`src/hdl/rir_pkg.sv`:
```
// Summary of operation
// - the external reset pin is taken at any moment in a clock cycle, with no edge alignment.
// - a reset that misses the sampling window may cost exactly one extra clock before the sequence.
// - while reset is held the read/write direction output is released to high impedance.
// - with boot mode low the reset vector is fetched twice with seven wait states per fetch.
// - with boot mode high the reset vector is fetched twice with no wait states.
// - entering reset releases the data bus to high impedance on a phase-one edge.
// - entering reset releases the address bus to high impedance on a phase-three edge.
// - during reset the memory bank and peripheral strobes go high after a phase-three rise.
// - during reset the interrupt acknowledge strobe goes high after a phase-one rise.
// - reset forces flag, serial and timer pins to high impedance at once, with no clock.
// - the acknowledge strobe stays low for its whole bus cycle, stretched by each wait state.
package rir_pkg;

  // ==========================================================================
  // widths
  localparam int ADDR_W  = 24;
  localparam int DATA_W  = 32;
  localparam int NUM_INT = 4;
  localparam int NUM_AUX = 10;
  localparam int WS_W    = 3;

  // ==========================================================================
  // timing
  localparam int CLK_PERIOD_NS     = 40;
  localparam int MIN_RESET_H1      = 10;
  localparam logic [WS_W-1:0] WS_MICROPROC = 3'h7;
  localparam logic [WS_W-1:0] WS_MICROCOMP = 3'h0;
  localparam logic [WS_W-1:0] CNT_ZERO     = 3'h0;
  localparam logic [WS_W-1:0] CNT_ONE      = 3'h1;

  // ==========================================================================
  // reset and fetch values
  localparam logic [ADDR_W-1:0] RESET_VECTOR_ADDR = 24'h000000;
  localparam logic [DATA_W-1:0] DATA_ZERO         = 32'h00000000;
  localparam logic [1:0]        STRB_IDLE         = 2'h3;
  localparam logic [NUM_INT-1:0] INT_IDLE         = 4'hF;
  localparam logic [NUM_INT-1:0] INT_NONE         = 4'h0;
  localparam logic [NUM_AUX-1:0] AUX_ZERO         = 10'h000;
  localparam int FETCH_STRB_BIT = 0;

  // ==========================================================================
  // states, gray along reset -> fetch -> fetch -> run
  typedef enum logic [1:0] {
    RIR_HELD   = 2'h0,
    RIR_FETCH1 = 2'h1,
    RIR_FETCH2 = 2'h3,
    RIR_RUN    = 2'h2
  } rir_state_e;

  // ==========================================================================
  // pin groups
  typedef struct packed {
    logic [ADDR_W-1:0] addr;
    logic              addr_oe;
    logic [DATA_W-1:0] data;
    logic              data_oe;
    logic              rw;
    logic              rw_oe;
    logic [1:0]        memory_bank_strobes;
    logic              peripheral_io_strobe;
    logic              interrupt_ack_strobe;
  } rir_bus_s;

  typedef struct packed {
    logic [ADDR_W-1:0] addr;
    logic [DATA_W-1:0] data;
    logic              data_oe;
    logic              rw;
    logic [1:0]        memory_bank_strobes;
    logic              peripheral_io_strobe;
  } rir_core_s;

  typedef struct packed {
    logic                  ph;
    rir_state_e            st;
    logic [WS_W-1:0]       cnt;
    logic [WS_W-1:0]       ws;
    logic [DATA_W-1:0]     vector;
    rir_bus_s              bus;
    logic                  ack_req;
    logic                  ack_busy;
    logic [WS_W-1:0]       ack_cnt;
    logic [WS_W-1:0]       ack_ws;
    logic [NUM_INT-1:0]    pend;
    logic [NUM_INT-1:0]    int_prev;
    logic [NUM_AUX-1:0]    aux_out;
  } rir_st_s;

  localparam rir_bus_s BUS_RESET = '{
    addr: RESET_VECTOR_ADDR, addr_oe: 1'b0, data: DATA_ZERO, data_oe: 1'b0,
    rw: 1'b1, rw_oe: 1'b0, memory_bank_strobes: STRB_IDLE,
    peripheral_io_strobe: 1'b1, interrupt_ack_strobe: 1'b1};

  localparam rir_st_s ST_RESET = '{
    ph: 1'b0, st: RIR_HELD, cnt: CNT_ZERO, ws: CNT_ZERO, vector: DATA_ZERO,
    bus: BUS_RESET, ack_req: 1'b0, ack_busy: 1'b0, ack_cnt: CNT_ZERO,
    ack_ws: CNT_ZERO, pend: INT_NONE, int_prev: INT_IDLE, aux_out: AUX_ZERO};

endpackage

```
`src/hdl/rir_top.sv`:
```
`timescale 1ns/1ps
module rir_top (
  input  wire logic                          clock_i,
  input  wire logic                          resetn_i,
  input  wire logic                          ext_reset_n_i,
  input  wire logic                          boot_mode_select_i,
  input  wire logic [rir_pkg::NUM_INT-1:0]   external_interrupt_inputs_i,
  input  wire logic                          int_edge_mode_i,
  input  wire logic [rir_pkg::NUM_INT-1:0]   int_clear_i,
  input  wire logic                          ack_req_i,
  input  wire logic [rir_pkg::WS_W-1:0]      ack_wait_i,
  input  wire rir_pkg::rir_core_s            core_bus_i,
  input  wire logic [rir_pkg::DATA_W-1:0]    data_in_i,
  input  wire logic [rir_pkg::NUM_AUX-1:0]   aux_out_i,
  input  wire logic [rir_pkg::NUM_AUX-1:0]   aux_oe_i,
  output logic                               phase_one_clock_o,
  output logic                               phase_three_clock_o,
  output rir_pkg::rir_bus_s                  bus_o,
  output logic [rir_pkg::DATA_W-1:0]         boot_vector_o,
  output logic                               running_o,
  output logic [rir_pkg::NUM_INT-1:0]        int_pending_o,
  output logic                               ack_busy_o,
  output logic [rir_pkg::NUM_AUX-1:0]        aux_out_o,
  output logic [rir_pkg::NUM_AUX-1:0]        aux_oe_o
);

  // ==========================================================================
  // pin synchronisers
  logic                        rst_pin_n;
  logic [rir_pkg::NUM_INT-1:0] int_pin;

  // reset pin may fall anywhere in the cycle; the sync absorbs alignment
  rir_sync #(
    .W    (1),
    .INIT (1'b0)
  ) u_rst_sync (
    .clock_i  (clock_i),
    .resetn_i (resetn_i),
    .d_i      (ext_reset_n_i),
    .q_o      (rst_pin_n)
  );

  rir_sync #(
    .W    (rir_pkg::NUM_INT),
    .INIT (rir_pkg::INT_IDLE)
  ) u_int_sync (
    .clock_i  (clock_i),
    .resetn_i (resetn_i),
    .d_i      (external_interrupt_inputs_i),
    .q_o      (int_pin)
  );

  // ==========================================================================
  // state
  rir_pkg::rir_st_s s;
  rir_pkg::rir_st_s next_s;

  logic                        h1_rise;
  logic                        h1_fall;
  logic                        h3_rise;
  logic                        h3_fall;
  logic [rir_pkg::NUM_INT-1:0] int_set;

  // phase one high while ph is set, phase three its complement
  assign h1_rise = ~s.ph;
  assign h3_fall = ~s.ph;
  assign h1_fall = s.ph;
  assign h3_rise = s.ph;

  always_comb begin
    next_s    = s;
    int_set   = rir_pkg::INT_NONE;
    next_s.ph = ~s.ph;
    next_s.aux_out = aux_out_i;

    // ========================================================================
    // interrupt sampling, taken as phase one falls
    if (h1_fall && rst_pin_n) begin
      if (int_edge_mode_i) begin
        // one low phase-one period is enough to catch the edge
        int_set = s.int_prev & ~int_pin;
      end else begin
        // a low held past one period can be seen again; the source must limit it
        int_set = ~int_pin;
      end
      next_s.int_prev = int_pin;
    end
    // a set arriving with its clear survives
    next_s.pend = (s.pend & ~int_clear_i) | int_set;

    if (ack_req_i) begin
      next_s.ack_req = 1'b1;
    end

    if (!rst_pin_n) begin
      // ======================================================================
      // reset held
      next_s.st       = rir_pkg::RIR_HELD;
      next_s.cnt      = rir_pkg::CNT_ZERO;
      next_s.ack_busy = 1'b0;
      next_s.ack_req  = 1'b0;
      next_s.pend     = rir_pkg::INT_NONE;
      next_s.int_prev = rir_pkg::INT_IDLE;
      if (h1_fall) begin
        next_s.bus.data_oe = 1'b0;
        next_s.bus.rw_oe   = 1'b0;
      end
      if (h3_fall) begin
        next_s.bus.addr_oe = 1'b0;
      end
      if (h3_rise) begin
        next_s.bus.memory_bank_strobes  = rir_pkg::STRB_IDLE;
        next_s.bus.peripheral_io_strobe = 1'b1;
      end
      if (h1_rise) begin
        next_s.bus.interrupt_ack_strobe = 1'b1;
      end
    end else begin
      unique case (s.st)
        rir_pkg::RIR_HELD: begin
          // strobes stay idle until a phase-one rise, so a fetch spans whole periods
          next_s.st           = rir_pkg::RIR_FETCH1;
          next_s.cnt          = rir_pkg::CNT_ZERO;
          next_s.bus.addr     = rir_pkg::RESET_VECTOR_ADDR;
          next_s.bus.addr_oe  = 1'b1;
          next_s.bus.rw       = 1'b1;
          next_s.bus.rw_oe    = 1'b1;
          next_s.bus.data_oe  = 1'b0;
          if (boot_mode_select_i) begin
            next_s.ws = rir_pkg::WS_MICROCOMP;
          end else begin
            next_s.ws = rir_pkg::WS_MICROPROC;
          end
        end
        rir_pkg::RIR_FETCH1,
        rir_pkg::RIR_FETCH2: begin
          if (h1_rise && next_s.bus.memory_bank_strobes == rir_pkg::STRB_IDLE) begin
            next_s.bus.memory_bank_strobes[rir_pkg::FETCH_STRB_BIT] = 1'b0;
          end
          if (h1_rise && !s.bus.memory_bank_strobes[rir_pkg::FETCH_STRB_BIT]) begin
            if (s.cnt == s.ws) begin
              // each fetch ends after its own wait states
              next_s.vector = data_in_i;
              next_s.cnt    = rir_pkg::CNT_ZERO;
              next_s.bus.memory_bank_strobes = rir_pkg::STRB_IDLE;
              if (s.st == rir_pkg::RIR_FETCH1) begin
                next_s.st = rir_pkg::RIR_FETCH2;
              end else begin
                next_s.st = rir_pkg::RIR_RUN;
              end
            end else begin
              next_s.cnt = s.cnt + rir_pkg::CNT_ONE;
            end
          end
        end
        rir_pkg::RIR_RUN: begin
          // ==================================================================
          // normal bus, launched on phase three
          if (h3_rise) begin
            next_s.bus.addr                 = core_bus_i.addr;
            next_s.bus.addr_oe              = 1'b1;
            next_s.bus.data                 = core_bus_i.data;
            next_s.bus.data_oe              = core_bus_i.data_oe;
            next_s.bus.rw                   = core_bus_i.rw;
            next_s.bus.rw_oe                = 1'b1;
            next_s.bus.memory_bank_strobes  = core_bus_i.memory_bank_strobes;
            next_s.bus.peripheral_io_strobe = core_bus_i.peripheral_io_strobe;
          end
          // ==================================================================
          // acknowledge cycle, stretched by its wait states
          if (h1_rise) begin
            if (s.ack_busy) begin
              if (s.ack_cnt == s.ack_ws) begin
                next_s.bus.interrupt_ack_strobe = 1'b1;
                next_s.ack_busy = 1'b0;
              end else begin
                next_s.ack_cnt = s.ack_cnt + rir_pkg::CNT_ONE;
              end
            end else if (s.ack_req || ack_req_i) begin
              next_s.bus.interrupt_ack_strobe = 1'b0;
              next_s.ack_busy = 1'b1;
              next_s.ack_req  = 1'b0;
              next_s.ack_cnt  = rir_pkg::CNT_ZERO;
              next_s.ack_ws   = ack_wait_i;
            end
          end
        end
      endcase
    end
  end

  always_ff @(posedge clock_i) begin
    if (!resetn_i) begin
      s <= rir_pkg::ST_RESET;
    end else begin
      s <= next_s;
    end
  end

  // ==========================================================================
  // outputs
  assign phase_one_clock_o   = s.ph;
  assign phase_three_clock_o = ~s.ph;
  assign bus_o               = s.bus;
  assign boot_vector_o       = s.vector;
  assign running_o           = (s.st == rir_pkg::RIR_RUN);
  assign int_pending_o       = s.pend;
  assign ack_busy_o          = s.ack_busy;
  assign aux_out_o           = s.aux_out;
  // raw pin gates the enables directly so no clock edge is needed
  assign aux_oe_o            = aux_oe_i & {rir_pkg::NUM_AUX{ext_reset_n_i}};

endmodule

```
`src/hdl/rir_sync.sv`:
```
`timescale 1ns/1ps
module rir_sync #(
  parameter int         W    = 1,
  parameter logic [W-1:0] INIT = '0
) (
  input  wire logic         clock_i,
  input  wire logic         resetn_i,
  input  wire logic [W-1:0] d_i,
  output logic      [W-1:0] q_o
);

  // ==========================================================================
  // three stages, output follows once stages two and three agree
  typedef struct packed {
    logic [W-1:0] s1;
    logic [W-1:0] s2;
    logic [W-1:0] s3;
    logic [W-1:0] q;
  } rir_sync_s;

  rir_sync_s s;
  rir_sync_s next_s;

  always_comb begin
    next_s    = s;
    next_s.s1 = d_i;
    next_s.s2 = s.s1;
    next_s.s3 = s.s2;
    // disagreement holds the last value, costing at most one clock
    next_s.q  = (~(s.s2 ^ s.s3) & s.s3) | ((s.s2 ^ s.s3) & s.q);
  end

  always_ff @(posedge clock_i) begin
    if (!resetn_i) begin
      s <= '{s1: INIT, s2: INIT, s3: INIT, q: INIT};
    end else begin
      s <= next_s;
    end
  end

  assign q_o = s.q;

endmodule

```
`config.mk`:
```
export PLATFORM = sky130hd
export DESIGN_NAME = rir_top
export DESIGN_NICKNAME = d
export VERILOG_FILES = /design/src/hdl/rir_pkg.sv /design/src/hdl/rir_top.sv /design/src/hdl/rir_sync.sv
export SDC_FILE = /design/constraint.sdc
export NUM_CORES = 1
export LEC_CHECK = 0
export ABC_AREA = 1
export BUFFER_PORTS_ARGS = -buffer_cell sky130_fd_sc_hd__buf_2
export CAP_MARGIN = 20
export CORE_ASPECT_RATIO = 0.8
export CORE_UTILIZATION = 54
export CTS_BUF_LIST = sky130_fd_sc_hd__clkbuf_8
export DETAILED_ROUTE_END_ITERATION = 10
export PLACE_DENSITY = 0.87
export SETUP_SLACK_MARGIN = 0.02
export SLEW_MARGIN = 5
export SYNTH_ARGS = -nofsm -noshare
export SYNTH_HDL_FRONTEND = slang
export SYNTH_SLANG_ARGS = --single-unit
```
`constraint.sdc`:
```
create_clock -name clock_i -period 1.95 [get_ports clock_i]
set_input_delay 0.195 -clock clock_i [delete_from_list [all_inputs] [get_ports clock_i]]
set_output_delay 0.195 -clock clock_i [all_outputs]
set_load 0.01 [all_outputs]
```
# After elaboration in Yosys (flattened, before gate mapping)
# Index checks and enable logic that the tools add are counted.
[classes] addsub=2 n_eq_ne=19 muxes=33 n_bitwise=18 reduce_logical=27
[op_table] cell="63-bit two-way mux" n=1
[op_table] cell="25-bit case mux with 2 select lines" n=1
[op_table] cell="3-bit != test (second input constant)" n=7
[op_table] cell="9-bit two-way mux" n=2
[op_table] cell="3-bit AND reduction" n=6
[op_table] cell="4-bit bitwise AND" n=4
[op_table] cell="3-bit two-way mux" n=5
[op_table] cell="5-bit AND reduction" n=3
[op_table] cell="1-bit two-way mux" n=12
[op_table] cell="4-bit two-way mux" n=3
[op_table] cell="4-bit NOT" n=3
[op_table] cell="10-bit bitwise AND" n=1
[op_table] cell="10-bit two-way mux" n=1
[op_table] cell="5-bit case mux with 2 select lines" n=1
[op_table] cell="2-bit AND reduction" n=5
[op_table] cell="2-bit != test (second input constant)" n=4
[op_table] cell="4-bit OR" n=2
[op_table] cell="4-bit AND reduction" n=2
[op_table] cell="2-bit nonzero test" n=4
[op_table] cell="7-bit two-way mux" n=1
[op_table] cell="3-bit by 1-bit adder with 3-bit output (second input constant)" n=2
[op_table] cell="2-bit == test (second input constant)" n=3
[op_table] cell="3-bit == test" n=2
[op_table] cell="2-bit two-way mux" n=3
[op_table] cell="15 further kinds" n=21
[word_totals] register_bits=151 inputBits=130 out_inout_bits=124 word_cells=129

# Longest topological paths before layout
[logic_depth] ltp_word=7 mapped_depth=9 mapped_depth_nobuf=9

# Cells and area by module
# Synthesis repeated with hierarchy kept, for this count alone.
[hier_totals] hier_cells=830 hier_area_um2=6522.5
[modules_own_cells] module="rir_top" n_inst=1 cells_each=743 area_each_um2=5829.3 seq_area_each_um2=2582.5
[modules_own_cells] module="rir_sync at u_int_sync" n_inst=1 cells_each=74 area_each_um2=576.8 seq_area_each_um2=320.3
[modules_own_cells] module="rir_sync at u_rst_sync" n_inst=1 cells_each=13 area_each_um2=116.4 seq_area_each_um2=80.1

# Worst setup path before layout
# No wires, ideal clock.
[synth_path] kind="register to register" start="register s, in the netlist phase_one_clock_o" end="register s, in the netlist bus_o[10]" setup_ps=116 arrival_ps=1222 t_required_ps=1834 slack_ps=612 stages_incl_launch_ff=7 path_buffers=1 period_less_slack_ps=1338 path_cell_list="dfxtp_1 > nand2_1 > nor2_4 > inv_2 > buf_6 > nor2_1 > nor2_1"
[synth_via] elab_chain_cells=1
[synth_rtl] item="start: declaration" line="rir_top.sv:55" text="rir_pkg::rir_st_s s;"
[synth_rtl] item="start signal: assignment" line="rir_top.sv:194" text="s <= rir_pkg::ST_RESET;"
[synth_rtl] item="start signal: assignment" line="rir_top.sv:196" text="s <= next_s;"
[synth_rtl] item="3-bit AND reduction (no source line)"
# Every way passes these cells.
# A chain may end at the register's enable or synchronous reset.

# Final worst setup path
[layout_path] start="register s[128] (netlist name)" end="register s, in the netlist bus_o[26]"
[layout_via] elab_chain_cells=2
[layout_rtl] item="2-bit == test" line="rir_top.sv:119" text="unique case (s.st)"
[layout_rtl] item="3-bit AND reduction (no source line)"
# Every way passes these cells.

==> impl_metrics.tcl <==
set metrics [dict create \
    stdcell_area_sq_mm 0.00825 \
    antenna_found_initial 0 \
    ys_seq_area_frac 0.463 \
    worstHoldPathType "primary input to flop" \
    yosys.area.top_type "dfxtp_1" \
    r2r-start "s[128]$_SDFFE_PN0P_" \
    worst_path_dominant_cell_family "flip-flops" \
    vias_per_cell 4.81 \
    initialDrtViolationCount 351 \
    p_leak_nw 4.14 \
    overflow 0 \
    hpwl_microns 9790 \
    drt_first_pass_iters 5 \
    netlist.area_leader.share 0.463 \
    fp.dieArea_sq_mm 0.0124 \
    ys_warn_count 0 \
    period_share 0.817 \
    totalWireLength_microns 16400 \
    syn_avg_cell_area_sq_um 7.92 \
    gp_congestion 0.836 \
    dp_slack_ps 397 \
    synth.area.mux_share 0 \
    synth_edf_count 0 \
    power_mw 5.83 \
    clock_latency_ps 440 \
    worstHoldPathCells 3 \
    cap_viol_max_count 0 \
    grt_pass1_vias 5487 \
    cp-end-kind "flop" \
    stdcell_count 1206 \
    synth_top_family_by_area "simple AND/OR/NAND/NOR gates" \
    synthXorXnorAreaFrac 0.00136 \
    skew_ps 11.2 \
    grt_max_degree 65 \
    synthCells 814 \
    r2r_cells 6 \
    dieHeight_microns 99.7 \
    synthAdderAreaFrac 0.00388 \
    path_clk_slew_ps 90 \
    boundaryPins 254 \
    place_inst 1078 \
    grt_pass1_wl_microns 25600 \
    drive_gt1_frac 0.315 \
    chipWidth_microns 124 \
    layout_commonest_cell "buf_2" \
    synthTopCellsByArea "dfxtp_1, buf_4, nor2_1, nand2_1, o21ai_0" \
    fin_tns_setup_ps 0 \
    synth_cell_types 31 \
    drv_slew 0 \
    worstPathMaxFanout 32 \
    wire_per_inst_microns 13.6 \
    cts_resized 0 \
    async_reset_ff_frac 0 \
    hp-start "data_in_i[3]" \
    ys.flop_type "dfxtp_1" \
    synth_compound_area_frac 0.109 \
    clk_path_buf_depth 2 \
    cts_tree "yes" \
    synth-simple-area-share 0.225 \
    start_kind "flop" \
    fin_util 0.714 \
    clock-sinks 149 \
    ff2ff_setup_slack_ps 360 \
    power_density_mw_per_mm2 706 \
    critical_path_class "flop to flop" \
    setup_viol 0 \
    start_util 0.558 \
    core_area_sq_mm 0.0116 \
    area_delta_synth_final_pct 28.0 \
    io_buffers 253 \
    syn-cell-area_sq_mm 0.00645 \
    required_ps 2330 \
    cts-root-buf "clkbuf_8" \
    clock.fmax_mhz 628 \
    tightest_slew_ps 572 \
    vdd_drop_max_uv 551 \
    synth.ff_latch_count 149 \
    grt_usage 0.267 \
    crit_slowest_cell "dfxtp_1" \
    hold_viol 0 \
    crit_top_cell "nor2_1" \
    final_cell_mix "buf_2, dfxtp_1, nor2_1" \
    layout.nets 1177 \
    timing.rr.end "bus_o[26]$_SDFFE_PN0P_" \
    min_to "boot_vector_o[3]$_SDFFE_PN0P_" \
    ctsHtreeMaxLevel 4 \
    path_cells "nor2_8, inv_6, nor2_4, inv_2, nor2_1, nor2_1" \
    ant_nets 0 \
    crit_path_max_incr_delay_ps 580 \
    worst_slack_ps 357 \
    critPathArrivalTime_ps 1970 \
    placed_cell_area_sq_mm 0.00691 \
    n_antenna_cell 0 \
    post-route-min-period_ps 1590 \
    rows 35 \
    vias 5796 \
    timing.hold.ws_ps 19.3 \
    worst-path-buf-inv 2 \
    numCtsBuffers 17 \
    status "finished clean" \
    rsz0062_at_grt "false" \
    max_slew_margin 0.618 \
    drc_errors 0 \
    synthesis.nets 946 \
]
## registers in the layout (all words and copies together), names as in the netlist, named ones only
signal / flops
bus_o: 64
ack_busy_o: 1
boot_vector_o: 32
int_pending_o: 4
u_int_sync.next_s: 8
s: 17
u_rst_sync.next_s: 2
u_rst_sync.s: 1
aux_out_o: 10
phase_one_clock_o: 1
u_int_sync.s: 4
## worst min-delay path, cell delays in order
cell,delay (ps)
buf_2,70
nor2_1,30
nor2_1,100
## area by class of cell
| type | count | area (sq um) |
|---|---|---|
| clock buffers | 19 | 262 |
| clock inverters | 13 | 124 |
| fillers | 821 | 3310 |
| inverters | 55 | 216 |
| multi-input cells | 464 | 2190 |
| flip-flops and latches | 149 | 2980 |
| well taps | 148 | 185 |
| repair buffers | 358 | 2290 |
## synth_stat cells (all sizes together) (3+ instances only)
| cell | count |
|---|---|
| buf | 132 |
| nand4 | 3 |
| o21ai | 83 |
| nor2 | 153 |
| dfxtp | 149 |
| inv | 55 |
| clkbuf | 14 |
| nand3 | 35 |
| or2 | 12 |
| nand2 | 115 |
| a21oi | 53 |
## power by group
part / total [mW] / switching [mW] / internal (mW)
clock network: 2.28 / 1.19 / 1.09
registers: 3.08 / 0.0136 / 3.07
logic: 0.462 / 0.192 / 0.270
total: 5.83 / 1.40 / 4.43
## metal layers
| metal | vias to the layer above | share of wire | wire (microns) | GRT usage |
|---|---|---|---|---|
| li1 | 2919 | - | - | - |
| met3 | 42 | 0.069 | 1130 | 0.0826 |
| met1 | 2596 | 0.40 | 6500 | 0.293 |
| met4 | 0 | 0.029 | 480 | 0.110 |
| met5 | - | 0 | 0 | 0 |
| met2 | 239 | 0.50 | 8250 | 0.473 |
## worst max-delay path by stage
stage / startpoint / endpoint / slack, ps / cells past startpoint
after floorplan: phase_one_clock_o$_SDFF_PN0_ / bus_o[10]$_SDFFE_PN0P_ / 610 / 6
after global placement: flop / boot_vector_o[3]$_SDFFE_PN0P_ / 460 / 7
after detailed placement: s[128]$_SDFFE_PN0P_ / bus_o[13]$_SDFFE_PN0P_ / 400 / 6
after CTS: s[128]$_SDFFE_PN0P_ / bus_o[13]$_SDFFE_PN0P_ / 380 / 6
after global routing: s[128]$_SDFFE_PN0P_ / bus_o[12]$_SDFFE_PN0P_ / 220 / 6
final: s[128]$_SDFFE_PN0P_ / bus_o[26]$_SDFFE_PN0P_ / 360 / 6
## kinds of logic after synthesis
group	after synthesis
and+or+nand+nor	322
DFF	149
xor gates and xnor gates	1
AOI/OAI and AO/OA	139
adders and majority gates	2
buffers and inverters	201
## repair_timing
item | CTS | global route
endpoints found under the hold margin | 95 | 1
buffers inserted | 0 | 0
hold buffers | 95 | 1
(Power assumes the default switching activity.)
